`config.mk`:
```
export PLATFORM = sky130hd
export DESIGN_NAME = msl_led_top
export DESIGN_NICKNAME = d
export VERILOG_FILES = /design/src/msl_flash.v /design/src/msl_led_top.v
export VERILOG_INCLUDE_DIRS = /design/src /design/src/src
export SDC_FILE = /design/constraint.sdc
export NUM_CORES = 1
export LEC_CHECK = 0
export ABC_AREA = 1
export BUFFER_PORTS_ARGS = -buffer_cell sky130_fd_sc_hd__buf_2
export CORE_ASPECT_RATIO = 1.4
export CORE_MARGIN = 5
export CORE_UTILIZATION = 45
export CTS_CLUSTER_SIZE = 16
export DETAILED_ROUTE_END_ITERATION = 6
export PLACE_DENSITY = 0.61
export SYNTH_ARGS = -nofsm -noshare
export SYNTH_HDL_FRONTEND = slang
export SYNTH_SLANG_ARGS = --single-unit
```
`constraint.sdc`:
```
create_clock -name clk_in -period 5.6 [get_ports clk_in]
set_input_delay 0.56 -clock clk_in [delete_from_list [all_inputs] [get_ports clk_in]]
set_output_delay 0.56 -clock clk_in [all_outputs]
set_load 0.005 [all_outputs]
```
`src/msl_defines.vh`:
```
// Constants shared by the modem status light logic.
// Assumes a single 125 MHz clock; long times are given in their own unit.
`ifndef MSL_DEFINES_VH
`define MSL_DEFINES_VH

// Clock rate in hertz
`define MSL_CLK_HZ          64'd125_000_000
// Value of the mode input that selects dedicated-line use
`define MSL_MODE_DEDICATED  1'b1
// Time without synchronisation before a retry, in seconds
`define MSL_SYNC_TIMEOUT_S  64'd60
// Time the online light stays dark between attempts, in milliseconds
`define MSL_BLANK_MS        64'd250
// Time a data light stays lit after line activity, in milliseconds
`define MSL_FLASH_MS        64'd20
// Cycle counts of the times above at the clock rate, sized to their counters
`define MSL_SYNC_TIMEOUT_CYC 36'h1_BF08_EB00
`define MSL_BLANK_CYC        36'h0_01DC_D650
`define MSL_FLASH_CYC        24'h26_25A0
// Width of the timeout counter, wide enough for sixty seconds
`define MSL_TIMER_W         36
// Width of the flash counter
`define MSL_FLASH_W         24

`endif

```
`src/msl_flash.v`:
```
// Activity stretcher for one serial data line driving one indicator.
// Assumes the line idles high (mark) and is synchronous to clk_in.
`default_nettype none

module msl_flash #(
  parameter integer CNT_W    = 24,
  parameter [CNT_W-1:0] HOLD_CYC = 24'h26_25A0
) (
  // Clock and reset
  input  wire             clk_in,
  input  wire             rst_b_in,
  // Serial line observed
  input  wire             line_in,
  // Indicator drive
  output reg              led_out
);

  reg  [CNT_W-1:0] hold_r;   // Remaining lit time
  reg  [CNT_W-1:0] hold_nxt; // Next lit time

  // Reload on every space bit, else count down to zero
  always @* begin
    if (!line_in) begin
      hold_nxt = HOLD_CYC;
    end else if (hold_r != {CNT_W{1'b0}}) begin
      hold_nxt = hold_r - {{(CNT_W-1){1'b0}}, 1'b1};
    end else begin
      hold_nxt = hold_r;
    end
  end

  // Counter and light register; light stays lit until the count runs out
  always @(posedge clk_in) begin
    if (!rst_b_in) begin
      hold_r  <= {CNT_W{1'b0}};
      led_out <= 1'b0;
    end else begin
      hold_r  <= hold_nxt;
      led_out <= (hold_nxt != {CNT_W{1'b0}});
    end
  end

endmodule

`default_nettype wire

```
`src/msl_led_top.v`:
```
// Front-panel status light logic of an analog modem, six lights.
// Assumes all inputs synchronous to clk_in; event inputs are one-cycle pulses
// from the modem core; the mode input is static after reset.
//
// Notes on behaviour
// - Incoming call: online lights once terminal ready
// - Incoming call ends like outgoing call
// - Dial-up: ring light while call signalled
// - Dial-up: carrier light off at synchronisation
// - Dial-up: carrier light back on at end
// - Transmit light flashes with terminal data
// - Receive light flashes with data to terminal
// - Dedicated: ready light mirrors terminal ready
// - Dedicated: terminal ready has no other effect
// - Dedicated: sync after power, online lit
// - Dedicated: sixty-second timeout blanks, then retries
// - Dedicated: carrier light on after disruption
// - Dedicated: fifth light unused
// - Dial-up: lights four, five online/ring only
// - Outgoing call: online on dial accept
`include "msl_defines.vh"
`default_nettype none

module msl_led_top #(
  parameter [`MSL_TIMER_W-1:0] SYNC_TIMEOUT_CYC = `MSL_SYNC_TIMEOUT_CYC,
  parameter [`MSL_TIMER_W-1:0] BLANK_CYC        = `MSL_BLANK_CYC,
  parameter [`MSL_FLASH_W-1:0] FLASH_CYC        = `MSL_FLASH_CYC
) (
  // Clock and reset
  input  wire clk_in,
  input  wire rst_b_in,
  // Operating mode and health
  input  wire mode_dedicated_in,
  input  wire power_ok_in,
  // Terminal-side serial lines
  input  wire dte_txd_in,
  input  wire dte_rxd_in,
  input  wire dte_dtr_in,
  // Modem core events
  input  wire ring_active_in,
  input  wire dial_accept_in,
  input  wire sync_done_in,
  input  wire call_end_in,
  input  wire disrupt_in,
  // Indicator drives
  output wire led_txd_out,
  output wire led_rxd_out,
  output reg  led_dtr_out,
  output reg  online_indicator_out,
  output reg  led_ring_out,
  output reg  led_dcd_out,
  // Request to the modem core to start a new sync attempt
  output reg  resync_start_out
);

  // Call and line states
  localparam [3:0] ST_IDLE  = 4'h0; // Dial-up, no call
  localparam [3:0] ST_DIAL  = 4'h1; // Dial-up, outgoing call setup
  localparam [3:0] ST_RING  = 4'h2; // Dial-up, incoming call signalled
  localparam [3:0] ST_ANSW  = 4'h3; // Dial-up, incoming call accepted
  localparam [3:0] ST_CONN  = 4'h4; // Dial-up, modems synchronised
  localparam [3:0] ST_WAIT  = 4'h5; // Dedicated, waiting for power
  localparam [3:0] ST_SYNC  = 4'h6; // Dedicated, sync attempt running
  localparam [3:0] ST_LOCK  = 4'h7; // Dedicated, synchronised
  localparam [3:0] ST_BLANK = 4'h8; // Dedicated, pause between attempts

  reg  [3:0]              state_r;   // Current state
  reg  [3:0]              state_nxt; // Next state
  reg  [`MSL_TIMER_W-1:0] timer_r;   // Cycles spent in timed state
  reg  [`MSL_TIMER_W-1:0] timer_nxt; // Next timer value
  reg                     resync_nxt; // Restart pulse next value
  wire                    ded_mode;  // Dedicated-line behaviour chosen
  wire                    call_stop; // Any end of a dial-up call
  wire                    sync_late; // Sync attempt ran out of time
  wire                    blank_done; // Dark pause is over

  assign ded_mode   = (mode_dedicated_in == `MSL_MODE_DEDICATED);
  assign call_stop  = call_end_in | disrupt_in;
  assign sync_late  = (timer_r >= SYNC_TIMEOUT_CYC - {{(`MSL_TIMER_W-1){1'b0}}, 1'b1});
  assign blank_done = (timer_r >= BLANK_CYC - {{(`MSL_TIMER_W-1){1'b0}}, 1'b1});

  // Transmit light follows data arriving from the terminal
  msl_flash #(
    .CNT_W    (`MSL_FLASH_W),
    .HOLD_CYC (FLASH_CYC)
  ) u_flash_tx (
    .clk_in   (clk_in),
    .rst_b_in (rst_b_in),
    .line_in  (dte_txd_in),
    .led_out  (led_txd_out)
  );

  // Receive light follows data sent to the terminal, any phase
  msl_flash #(
    .CNT_W    (`MSL_FLASH_W),
    .HOLD_CYC (FLASH_CYC)
  ) u_flash_rx (
    .clk_in   (clk_in),
    .rst_b_in (rst_b_in),
    .line_in  (dte_rxd_in),
    .led_out  (led_rxd_out)
  );

  // Next-state logic for both behaviour sets
  always @* begin
    state_nxt  = state_r;
    resync_nxt = 1'b0;
    case (state_r)
      ST_IDLE: begin
        // Mode is static, so leave dial-up set at once if needed
        if (ded_mode) begin
          state_nxt = ST_WAIT;
        end else if (dial_accept_in && !call_stop) begin
          // A dial accept cancelled in the same cycle leaves the line idle unless ring is active
          state_nxt = ST_DIAL;
        end else if (ring_active_in) begin
          state_nxt = ST_RING;
        end
      end
      ST_DIAL: begin
        // Outgoing setup: connect or give up
        if (call_stop) begin
          state_nxt = ST_IDLE;
        end else if (sync_done_in) begin
          state_nxt = ST_CONN;
        end
      end
      ST_RING: begin
        // Incoming call: an end event wins, else terminal ready accepts it
        if (call_stop) begin
          state_nxt = ST_IDLE;
        end else if (dte_dtr_in) begin
          state_nxt = ST_ANSW;
        end else if (!ring_active_in) begin
          state_nxt = ST_IDLE;
        end
      end
      ST_ANSW: begin
        // Accepted call ends on the outgoing-call events
        if (call_stop) begin
          state_nxt = ST_IDLE;
        end else if (sync_done_in) begin
          state_nxt = ST_CONN;
        end
      end
      ST_CONN: begin
        // Normal end or disruption drops the link
        if (call_stop) begin
          state_nxt = ST_IDLE;
        end
      end
      ST_WAIT: begin
        // Start syncing once the modem is healthy
        if (power_ok_in) begin
          state_nxt  = ST_SYNC;
          resync_nxt = 1'b1;
        end
      end
      ST_SYNC: begin
        // Attempt running; terminal ready is ignored here
        if (sync_done_in) begin
          state_nxt = ST_LOCK;
        end else if (sync_late) begin
          state_nxt = ST_BLANK;
        end
      end
      ST_LOCK: begin
        // Disruption of a synchronised line starts a new attempt
        if (disrupt_in) begin
          state_nxt  = ST_SYNC;
          resync_nxt = 1'b1;
        end
      end
      ST_BLANK: begin
        // Short dark pause, then retry
        if (blank_done) begin
          state_nxt  = ST_SYNC;
          resync_nxt = 1'b1;
        end
      end
      default: begin
        state_nxt = ST_IDLE;
      end
    endcase
  end

  // Timer counts cycles in the current timed state, restarts on change
  always @* begin
    if (state_nxt != state_r) begin
      timer_nxt = {`MSL_TIMER_W{1'b0}};
    end else if ((state_r == ST_SYNC) || (state_r == ST_BLANK)) begin
      timer_nxt = timer_r + {{(`MSL_TIMER_W-1){1'b0}}, 1'b1};
    end else begin
      timer_nxt = {`MSL_TIMER_W{1'b0}};
    end
  end

  // State, timer, restart pulse and the four non-data light registers
  always @(posedge clk_in) begin
    if (!rst_b_in) begin
      state_r              <= ST_IDLE;
      timer_r              <= {`MSL_TIMER_W{1'b0}};
      led_dtr_out          <= 1'b0;
      online_indicator_out <= 1'b0;
      led_ring_out         <= 1'b0;
      led_dcd_out          <= 1'b0;
      resync_start_out     <= 1'b0;
    end else begin
      state_r          <= state_nxt;
      timer_r          <= timer_nxt;
      resync_start_out <= resync_nxt;
      // Ready light shows the terminal line level
      led_dtr_out      <= dte_dtr_in;
      // Online light: call in progress or dedicated attempt or lock
      online_indicator_out <= (state_nxt == ST_DIAL) || (state_nxt == ST_ANSW) ||
                              (state_nxt == ST_CONN) || (state_nxt == ST_SYNC) ||
                              (state_nxt == ST_LOCK);
      // Ring light only in dial-up, never in dedicated use
      led_ring_out     <= !ded_mode && ring_active_in;
      // Carrier light: health shown, dark while synchronised
      led_dcd_out      <= power_ok_in && (state_nxt != ST_CONN) &&
                          (state_nxt != ST_LOCK);
    end
  end

endmodule

`default_nettype wire

```
Yosys cells after proc, flatten, opt, wreduce, memory -nomap -nowiden
Cells that the tools add are included.
Word-level totals
  register bits: 95
  bits in latches: 0
  memory bits (writable): 0
  bits in read-only memories: 0
  input port bits: 12
  output and inout bits: 7
  logic and storage cells: 76
  memories kept: 0
Operators by class
  $add $sub $neg: 3
  multiply operators: 0
  div/mod/pow operators: 0
  order comparisons: 2
  equal/unequal tests: 16
  shift operators: 0
  multiplexer cells: 23
  bitwise logic cells: 3
  reductions and logical operators: 18
Operators with widths (number)
  $mux 24: 4
  $reduce_bool 24->1: 4
  $mux 4: 14
  $sub 24x1->24 const B: 2
  $add 36x1->36 const B: 1
  $ge 36x25->1 const B: 1
  $ge 36x33->1 const B: 1
  $pmux 4 s8: 1
  $eq 4x3->1 const B: 7
  $eq 4x2->1 const B: 3
  $eq 4x1->1 const B: 2
  $ne 4x3->1 const B: 2
  $logic_or 1x1->1: 5
  $eq 4x4->1 const B: 1
  $logic_and 1x1->1: 4
  $logic_not 4->1: 1
  $ne 4x4->1: 1
  $mux 1: 3
  $pmux 1 s3: 1
  $reduce_or 3->1: 1
  $logic_not 1->1: 2
  $not 1->1: 2
  $reduce_or 2->1: 1
  $or 1x1->1: 1

Logic depth before layout (Yosys ltp)
Gate-level depths: netlist of the first run.
  word-level depth: 11
  mapped depth: 16
  depth with buffers taken out: 16

By module
From an unflattened synthesis of the first run, not the netlist that was laid out.
Second synthesis, totals
  cell total of the unflattened synthesis: 924
  area total of the unflattened synthesis: 5952.0 µm²
Modules (own cells, without submodules)
  msl_led_top: times used 1, cells an instance 367, area an instance 2643.8 µm², seq. area each 900.9 µm²
  msl_flash at u_flash_rx: times used 1, cells an instance 277, area an instance 1656.6 µm², seq. area each 500.5 µm²
  msl_flash at u_flash_tx: times used 1, cells an instance 280, area an instance 1651.6 µm², seq. area each 500.5 µm²

Least setup slack after synthesis of the first run
OpenSTA, ideal clock, no wires.
  path kind: register -> register
  start: register timer_r[0]
  end: register timer_r[6]
  setup time: 0.117 ns
  data arrival time: 1.806 ns
  required time: 5.483 ns
  path slack: 3.677 ns
  cell stages (with the launch flop): 15
  buffers on the path: 1
  period minus slack after synthesis: 1.923 ns
  cells stage by stage: dfxtp_1 > ha_1 > nand3_1 > nand3_1 > nand2_1 > nand2_1 > nand2_1 > nand2_1 > nand2_1 > nand2_1 > a21oi_1 > nand4_1 > nand4_4 > buf_6 > nor2_2
Between the ends
  cells in the longest elaborated chain, start to end: 6
  elaborated cells on any way between the ends: 9
  classes of those cells: 1 x add/sub; 2 x order compare; 1 x eq/ne; 4 x mux; 1 x reduce/logical
RTL lines
  from (decl): line msl_led_top.v:69  | reg [`MSL_TIMER_W-1:0] timer_r;
  from (signal assigned): line msl_led_top.v:202  | timer_r <= {`MSL_TIMER_W{1'b0}};
  from (signal assigned): line msl_led_top.v:210  | timer_r <= timer_nxt;
  $ge 36x33->1: line msl_led_top.v:79  | assign sync_late = (timer_r >= SYNC_TIMEOUT_CYC - {{(`MSL_TIMER_W-1){1'b0}}, 1'b1});
  $mux 4: line msl_led_top.v:163  | end else if (sync_late) begin
  $mux 4: line msl_led_top.v:161  | if (sync_done_in) begin
  $pmux 4 s8: line msl_led_top.v:108  | case (state_r)
  $ne 4x4->1: line msl_led_top.v:189  | if (state_nxt != state_r) begin
  $reduce_or 3->1 (no line)
Several ways; a longest one is shown, not always the timed one.
A chain may end at the register's enable or synchronous reset.

Worst setup path after layout of the first run
  start: register state_r[2]
  end: register timer_r[2]
Between the ends
  cells in the longest elaborated chain, start to end: 6
  elaborated cells on any way between the ends: 29
  classes of those cells: 9 x eq/ne; 15 x mux; 1 x bitwise; 4 x reduce/logical
RTL lines
  from (decl): line msl_led_top.v:67  | reg [3:0] state_r;
  from (signal assigned): line msl_led_top.v:209  | state_r <= state_nxt;
  $mux 4, on equally long branches: line msl_led_top.v:134, msl_led_top.v:116
  $mux 4, on equally long branches: line msl_led_top.v:132, msl_led_top.v:113
  $mux 4, on equally long branches: line msl_led_top.v:130, msl_led_top.v:111
  $pmux 4 s8: line msl_led_top.v:108
  $ne 4x4->1: line msl_led_top.v:189
  $reduce_or 3->1 (no line) *
Mark *: on every way between the ends. The rest lies on a longest branch, timed or not.

==> impl_results.rst, run 1 <==
.. list-table::
   :header-rows: 1

   * - Metric
     - Value
   * - Maximum achievable frequency
     - between 0.3 and 0.4 GHz
   * - Startpoint type of the worst setup path
     - flip-flop
   * - Clock Power Share
     - between 40% and 50%
   * - Switching power summed over all nets
     - about 0.52 mW
   * - Antenna fix cells
     - 0
   * - Static leakage
     - approximately 2.6 nW
   * - Clock buffer count from CTS
     - 9
   * - DRT Wirelength
     - ~14000 um
   * - Top cell family by delay on the critical path
     - simple AND/OR/NAND/NOR gates
   * - Post-synthesis cell type count
     - 41
   * - Max Transition Viols Final
     - 0
   * - Number of antenna violations at the first check in global routing
     - 1
   * - Synthesis Warnings
     - 0
   * - H-tree level count
     - 3
   * - Final weighted congestion in routability-driven placement
     - slightly above 0.9
   * - Number of DRC markers after the initial detailed-route iteration
     - about 230
   * - Hold Violations, Final
     - 0
   * - Via count of the first global-routing pass
     - approximately 5000
   * - Worst-skew pair later-pin latency
     - approximately 0.35 ns
   * - Core ar.
     - around 12000 sq um
   * - I/O pin cnt
     - 19
   * - Max stage delay cell, worst path
     - sky130_fd_sc_hd__nand4_4
   * - Total GRT Usage
     - a little under a fifth
   * - Number of setup buffers added after CTS
     - 0
   * - Congestion Overflow GR
     - 0
   * - Clock Sinks
     - 95
   * - Chip Width
     - approximately 100 um
   * - Sequential power share
     - roughly 40%
   * - Number of gates resized after cts
     - 0
   * - Area growth from synthesis to final layout
     - 9.73%
   * - Instance count along the most critical hold path
     - 2
   * - Clock tree from TritonCTS
     - built
   * - Fraction of layout cells with a size suffix above 1
     - 10.4%
   * - Initial core utilization
     - 46.0%
   * - Result of the run
     - complete, no violations
   * - Hold-fix buffers, CTS
     - 0
   * - Fraction of power spent switching nets
     - between 20% and 30%
   * - Actual transition at the worst max-transition pin
     - 0.856 ns
   * - Die outline area
     - 15000 sq um
   * - R2R setup slack
     - 3.02 ns
   * - Clock transition at the registers of the reported paths
     - 0.07 ns
   * - Die extent in y
     - approximately 140 um
   * - Root buffer cell
     - sky130_fd_sc_hd__clkbuf_16
   * - Placed instance area
     - about 5800 sq um
   * - Synthesized flop and latch total
     - 95
   * - Largest buffer count on any clock path
     - 2
   * - Endpoint of the worst-slack reg-to-reg timing path
     - timer_r[2]
   * - Part of the Yosys area used for sequential elements
     - 33.6%
   * - Unrepaired setup endpoints after global routing
     - no
   * - Start point of the worst min-delay path
     - mode_dedicated_in
   * - WL per Instance
     - between 10 and 15 um
   * - Type of the worst setup path
     - reg -> reg
   * - Post-placement setup slack
     - 2.96 ns
   * - Total Negative Setup Slacks
     - 0 ns
   * - Syn Area/Cell
     - 6.62 sq um
   * - Residual DRC
     - 0
   * - Half-perimeter wire length after detailed placement
     - around 10000 um
   * - WP data arrival
     - approximately 2.8 ns
   * - Async set-or-reset flop fraction in the synthesized netlist
     - 0%
   * - Kind of capture point of the worst setup path
     - flip-flop
   * - Number of input and output port buffers inserted
     - 18
   * - Internal power component
     - around 1.3 mW
   * - Gate count after technology mapping
     - ~860
   * - Number of vias per cell after detailed routing
     - 5.08
   * - CP bufs+invs
     - 1
   * - Wire length of the first global-routing pass
     - ~23000 um
   * - Cell-by-cell listing of the critical path
     - inv_1 > nor2_2 > nand2_1 > nor2_1 > nand2_1 > o21ai_1 > nor3_1 > and2_1 > xor2_2 > nand4_4 > nor2_1
   * - Row count
     - 48
   * - Worst IR Drop VDD
     - 138 uV
   * - EDFF count, synth
     - 0
   * - Most used DFF post-synth
     - sky130_fd_sc_hd__dfxtp_1
   * - CP Data Required Time
     - slightly below 6 ns
   * - Maximum fanout along the worst path
     - 33
   * - R2R depth
     - 11
   * - Overall power
     - roughly 1.8 mW
   * - Layout Cell Area excl Fill
     - ~6200 sq um
   * - Pwr Density
     - ~290 nW/um^2
   * - Antenna Nets Post-Route
     - 0
   * - Largest net degree at the start of global routing
     - 49
   * - Start of the worst register-to-register path
     - state_r[2]
   * - Final Cycle Share
     - between 40% and 50%
   * - Via total after detailed routing
     - a little over 5000
   * - Worst Hold Path EP
     - led_ring_out
   * - Worst min-delay path category
     - in -> reg
   * - Setup violation total in the final timing report
     - 0
   * - Worst clock skew
     - approximately 0.012 ns
   * - Final setup margin
     - 3.02 ns
   * - Count of max-cap constraint violations
     - 0
   * - Logic pwr share
     - ~18%
   * - Minimum clock period
     - 2.58 ns
   * - Nets
     - between 800 and 900
   * - Final-layout worst hold slack
     - 0.465 ns
   * - Max-slew headroom at the worst pin
     - 42.7%
   * - Area of the mapped netlist
     - 5660 sq um
   * - First-pass iteration count of the detailed router
     - 5
   * - CP max stage delay
     - 0.60 ns
==> synth_stat cells, drive strengths merged, types with 2 or more instances <==
| cell type | instances | area [sq um] |
|---|---|---|
| nand3b | 2 | 15.0 |
| clkbuf | 10 | 37.5 |
| buf | 9 | 72.6 |
| a21boi | 3 | 22.5 |
| nand4 | 25 | 184 |
| or2 | 2 | 12.5 |
| nand2 | 163 | 619 |
| o21ai | 17 | 88.8 |
| a21oi | 27 | 135 |
| o21a | 2 | 15.0 |
| nor2 | 219 | 935 |
| inv | 104 | 390 |
| ha | 5 | 62.6 |
| a31oi | 2 | 12.5 |
| dfxtp | 95 | 1900 |
| nand3 | 63 | 320 |
| nor3 | 25 | 145 |
| nor4 | 4 | 25.0 |
| o211ai | 8 | 60.1 |
| xor2 | 44 | 393 |
| xnor2 | 21 | 184 |
==> power groups by stage <==
stage / registers (mW) / clock network (mW) / logic [mW]
2_1_floorplan: 0.742 / 0 / 0.258
3_3_place_gp: 0.752 / 0 / 0.312
3_5_place_dp: 0.753 / 0 / 0.313
4_1_cts: 0.737 / 0.780 / 0.316
5_1_grt: 0.742 / 0.807 / 0.364
6_report: 0.738 / 0.763 / 0.317
==> state kept, by name, summed over array words and instances, names as in the netlist <==
name                  flops
u_flash_rx.led_out        1
timer_r                  36
state_r                   4
u_flash_tx.hold_r        24
resync_start_out          1
led_ring_out              1
online_indicator_out      1
u_flash_tx.led_out        1
led_dtr_out               1
led_dcd_out               1
u_flash_rx.hold_r        24
==> layer usage <==
layer	GRT usage, %	up-vias	share of wire (%)
met5	0	-	0.096
met4	5.72	2	1.8
met3	3.80	26	4.4
met2	33.7	123	51
met1	21.5	2328	43
li1	-	2716	-
==> worst max path at each step <==
stage / start / to / slack, ns / cells past startpoint
CTS: timer_r[0] / timer_r[22] / 2.99 / 14
detailed placement: disrupt_in / timer_r[22] / 2.96 / 9
floorplan: timer_r[0] / timer_r[6] / 3.68 / 14
global placement: disrupt_in / timer_r[0] / 3.04 / 10
global route: state_r[2] / timer_r[0] / 2.71 / 11
finish: state_r[2] / timer_r[2] / 3.02 / 11
==> per-stage QoR <==
| stage | cells | util, % |
|---|---|---|
| after global placement | 1007 | 47.4 |
| after detailed placement | 1007 | 47.4 |
| final | 1023 | 50.4 |
| after global routing | 1023 | 50.4 |
| after CTS | 1023 | 50.4 |
| after floorplan | 857 | - |
==> logic make-up (layout without fill, tap and decap cells) <==
group / after synthesis / after routing / share of synthesized area, %
buf+inv: 124 / 140 / 8.91
xor+xnor: 65 / 65 / 10.2
compound gates: 59 / 59 / 5.90
flops: 95 / 95 / 33.6
fa+ha+maj: 5 / 5 / 1.11
other cells: 1 / 3 / 0.0663
simple gates: 506 / 506 / 40.2
==> cell type report <==
class / instances / area (sq um)
fill: 1219 / 6100
clock buffer: 9 / 225
timing repair buffer: 19 / 97.6
tap: 150 / 188
inverter: 105 / 394
sequential: 95 / 1900
clock inverter: 7 / 143
multi-input combinational: 638 / 3260
==> layout by cell type (no fill, tap or decap), types with 3 or more instances in the layout <==
cell                        synthesis  final
sky130_fd_sc_hd__o211ai_1           8      8
sky130_fd_sc_hd__inv_1            102    102
sky130_fd_sc_hd__nor4_1             4      4
sky130_fd_sc_hd__clkbuf_16          0      9
sky130_fd_sc_hd__nor2_2            36     36
sky130_fd_sc_hd__nand4_1           22     22
sky130_fd_sc_hd__ha_1               5      5
sky130_fd_sc_hd__a21oi_1           27     27
sky130_fd_sc_hd__buf_2              1     18
sky130_fd_sc_hd__xor2_1            43     43
sky130_fd_sc_hd__nand2_2            3      3
sky130_fd_sc_hd__nor2_4             3      3
sky130_fd_sc_hd__xnor2_1           21     21
sky130_fd_sc_hd__nor3_1            21     21
sky130_fd_sc_hd__o21ai_0           15     15
sky130_fd_sc_hd__nor3_2             4      4
sky130_fd_sc_hd__nor2_1           180    180
sky130_fd_sc_hd__bufinv_16          0      4
sky130_fd_sc_hd__dfxtp_1           95     95
sky130_fd_sc_hd__nand3_1           62     62
sky130_fd_sc_hd__conb_1             1      3
sky130_fd_sc_hd__nand2_1          160    160
(Power assumes the default switching activity.)
==> run 2, diff against run 1 <==
--- a/config.mk
+++ b/config.mk
@@ -13,7 +13,7 @@
 export CORE_UTILIZATION = 45
 export CTS_CLUSTER_SIZE = 16
 export DETAILED_ROUTE_END_ITERATION = 6
-export PLACE_DENSITY = 0.61
+export PLACE_DENSITY = 0.63
 export SYNTH_ARGS = -nofsm -noshare
 export SYNTH_HDL_FRONTEND = slang
 export SYNTH_SLANG_ARGS = --single-unit
==> constraint.sdc (replaced) <==
create_clock -name clk_in -period 2.3 [get_ports clk_in]
set_input_delay 0.23 -clock clk_in [delete_from_list [all_inputs] [get_ports clk_in]]
set_output_delay 0.23 -clock clk_in [all_outputs]
set_load 0.005 [all_outputs]
==> impl_results.rst, run 2 (synthesis gave the netlist of run 1 again) <==
.. list-table::
   :header-rows: 1

   * - Metric
     - Value
   * - Largest registers in the final layout
     - timer_r: 36 flops, u_flash_rx.hold_r: 24 flops, u_flash_tx.hold_r: 24 flops (unchanged)
   * - Number of fillers in the final layout
     - 1263 (was 1219)
   * - Area taken by multi-input logic gates
     - 3290 sq um (was 3260 sq um)
   * - Actual transition at the worst max-transition pin
     - 0.761 ns (was 0.856 ns)
   * - Core ar.
     - 12300 sq um (unchanged)
   * - Row count
     - 48 (unchanged)
   * - H-tree level count
     - 3 (unchanged)
   * - Fraction of layout cells with a size suffix above 1
     - 12.6% (was 10.4%)
   * - Max Transition Viols Final
     - 0 (unchanged)
   * - Maximum achievable frequency
     - 0.484 GHz (was 0.388 GHz)
   * - Residual DRC
     - 0 (unchanged)
   * - Kind of capture point of the worst setup path
     - flip-flop (unchanged)
   * - Die outline area
     - 15000 sq um (unchanged)
   * - Number of vias per cell after detailed routing
     - 4.91 (was 5.08)
   * - R2R setup slack
     - 0.23 ns (was 3.02 ns)
   * - Max-slew headroom at the worst pin
     - 49.2% (was 42.7%)
   * - Worst IR Drop VDD
     - 371 uV (was 138 uV)
   * - WL per Instance
     - 12.6 um (was 13.2 um)
   * - I/O pin cnt
     - 19 (unchanged)
   * - Global routing usage on met3
     - 3.26% (was 3.80%)
   * - Met1 track utilization from global routing
     - 21.1% (was 21.5%)
   * - Placed Instances
     - 1019 (was 1007)
   * - Largest buffer count on any clock path
     - 2 (unchanged)
   * - Congestion Overflow GR
     - 0 (unchanged)
   * - First-pass iteration count of the detailed router
     - 4 (was 5)
   * - Minimum clock period
     - 2.07 ns (was 2.58 ns)
   * - Most frequent cells in the layout
     - 178 x sky130_fd_sc_hd__nor2_1, 160 x sky130_fd_sc_hd__nand2_1, 102 x sky130_fd_sc_hd__inv_1 (was 180 x sky130_fd_sc_hd__nor2_1, 160 x sky130_fd_sc_hd__nand2_1, 102 x sky130_fd_sc_hd__inv_1)
   * - Worst min-delay path category
     - in -> reg (unchanged)
   * - Final weighted congestion in routability-driven placement
     - 0.909 (was 0.927)
   * - Initial core utilization
     - 46.0% (unchanged)
   * - Non-filler cells, final
     - 1038 (was 1023)
   * - Total GRT Usage
     - 18.1% (was 18.4%)
   * - Startpoint type of the worst setup path
     - flip-flop (unchanged)
   * - Number of DRC markers after the initial detailed-route iteration
     - 178 (was 234)
   * - Number of antenna violations at the first check in global routing
     - 1 (unchanged)
   * - Clock Sinks
     - 95 (unchanged)
   * - Chip Width
     - 105 um (unchanged)
   * - Commonest non-fill, non-tap cell in the layout
     - sky130_fd_sc_hd__nor2_1 (unchanged)
   * - CP max stage delay
     - 0.33 ns (was 0.60 ns)
   * - Met2 Resource Use GR
     - 32.0% (was 33.7%)
   * - Sequential cell area
     - 1900 sq um (unchanged)
   * - Clock tree from TritonCTS
     - built (unchanged)
   * - Worst-skew pair later-pin latency
     - 0.34 ns (was 0.35 ns)
   * - Setup violation total in the final timing report
     - 0 (unchanged)
   * - Final Cycle Share
     - 89.8% (was 46.0%)
   * - Worst clock skew
     - 0.00534 ns (was 0.0119 ns)
   * - Root buffer cell
     - sky130_fd_sc_hd__clkbuf_16 (unchanged)
   * - Area growth from synthesis to final layout
     - 10.9% (was 9.73%)
   * - Nets
     - 900 (was 885)
   * - Wire length of the first global-routing pass
     - 22300 um (was 22900 um)
   * - Post-Route Utilization
     - 51.0% (was 50.4%)
   * - Cell repeated most along the worst path
     - sky130_fd_sc_hd__nor2_1
   * - Hold Violations, Final
     - 0 (unchanged)
   * - Clock buffer count from CTS
     - 9 (unchanged)
   * - Hold-fix buffers, CTS
     - 0 (unchanged)
   * - Cell-by-cell listing of the critical path
     - inv_1 > ha_2 > nand2_1 > nor2_2 > nor2_1 > or2_2 > a21oi_2 > nand2_1 > nor2_1 > nand3_1 > nor2_1 > nor2_1 (was inv_1 > nor2_2 > nand2_1 > nor2_1 > nand2_1 > o21ai_1 > nor3_1 > and2_1 > xor2_2 > nand4_4 > nor2_1)
   * - Die extent in y
     - 143 um (unchanged)
   * - Static leakage
     - 2.63 nW (was 2.60 nW)
   * - Antenna Nets Post-Route
     - 0 (unchanged)
   * - Most flops, register
     - timer_r (unchanged)
   * - Via total after detailed routing
     - 5094 (was 5195)
   * - Max stage delay cell, worst path
     - sky130_fd_sc_hd__dfxtp_1 (was sky130_fd_sc_hd__nand4_4)
   * - Type of the worst setup path
     - reg -> reg (unchanged)
   * - Top cell family by delay on the critical path
     - simple AND/OR/NAND/NOR gates (unchanged)
   * - Final setup margin
     - 0.235 ns (was 3.02 ns)
   * - Post-placement setup slack
     - 0.0698 ns (was 2.96 ns)
   * - Count of max-cap constraint violations
     - 0 (unchanged)
   * - WP data arrival
     - 2.27 ns (was 2.83 ns)
   * - Antenna fix cells
     - 0 (unchanged)
   * - CP Data Required Time
     - 2.51 ns (was 5.86 ns)
   * - Half-perimeter wire length after detailed placement
     - 10100 um (was 10200 um)
   * - Largest net degree at the start of global routing
     - 22 (was 49)
   * - CP bufs+invs
     - 1 (unchanged)
   * - Max reg flops
     - 36 (unchanged)
   * - Pwr Density
     - 632 nW/um^2 (was 293 nW/um^2)
   * - Clock transition at the registers of the reported paths
     - 0.07 ns (about the same)
   * - Total Negative Setup Slacks
     - 0 ns (unchanged)
   * - Result of the run
     - complete, no violations (unchanged)
   * - Unrepaired setup endpoints after global routing
     - no (unchanged)
   * - Global routing's busiest layer
     - met2 (unchanged)
   * - DRT Wirelength
     - 13100 um (was 13500 um)
   * - Via count of the first global-routing pass
     - 5010 (was 5045)
   * - Maximum fanout along the worst path
     - 5 (was 33)
   * - Number of input and output port buffers inserted
     - 18 (unchanged)
[run 2: worst reg2reg max path: stages (launching register included)]
cell and delay [ns]:
sky130_fd_sc_hd__dfxtp_1 0.33, sky130_fd_sc_hd__inv_1 0.14, sky130_fd_sc_hd__ha_2 0.25, sky130_fd_sc_hd__nand2_1 0.13, sky130_fd_sc_hd__nor2_2 0.18, sky130_fd_sc_hd__nor2_1 0.05, sky130_fd_sc_hd__or2_2 0.30, sky130_fd_sc_hd__a21oi_2 0.14
sky130_fd_sc_hd__nand2_1 0.08, sky130_fd_sc_hd__nor2_1 0.10, sky130_fd_sc_hd__nand3_1 0.08, sky130_fd_sc_hd__nor2_1 0.11, sky130_fd_sc_hd__nor2_1 0.05
[run 2: layer usage]
layer | up-vias | share of wire [%]
met2 | 75 | 51
met3 | 22 | 3.5
li1 | 2743 | -
met4 | 2 | 2.4
met1 | 2252 | 43
met5 | - | 0.076
[run 2: final cells by class]
| class | count | area share [%] |
|---|---|---|
| Timing Repair Buffer | 34 | 3.75 |
| Tap cell | 150 | 2.99 |
| Inverter | 105 | 6.28 |
| Clock buffer | 10 | 3.65 |
| Sequential cell | 95 | 30.3 |
| Clock inverter | 6 | 0.578 |
| Multi-Input combinational cell | 638 | 52.4 |
[run 2: repair_timing]
| item | 4_1_cts | 5_1_grt |
|---|---|---|
| resized for setup | 0 | 8 |
| endpoints found under the setup margin | 0 | 32 |
| buffers inserted | 0 | 3 |
[run 2: where the power goes]
part / switching [mW] / leakage (nW) / internal, mW / total, mW
logic: 0.518 / 1.72 / 0.284 / 0.802
clock network: 0.636 / 0.132 / 0.729 / 1.37
registers: 0.0738 / 0.776 / 1.72 / 1.80
total: 1.23 / 2.63 / 2.74 / 3.96
[run 2: final timing paths]
path,startpoint,endpoint,cells past startpoint
max,u_flash_rx.hold_r[0],u_flash_rx.led_out,12
min,mode_dedicated_in,led_ring_out,2
max reg2reg,u_flash_rx.hold_r[0],u_flash_rx.led_out,12
min reg2reg,timer_r[0],timer_r[0],1
[run 2: metrics by stage]
| stage | hold slack [ns] | cell area (sq um) | power, mW |
|---|---|---|---|
| 2_1_floorplan | 0.309 | 5670 | 2.43 |
| 3_3_place_gp | 0.439 | 5960 | 2.62 |
| 3_5_place_dp | 0.451 | 5960 | 2.61 |
| 4_1_cts | 0.128 | 6220 | 3.98 |
| 5_1_grt | 0.137 | 6270 | 4.19 |
| 6_report | 0.127 | 6270 | 3.96 |
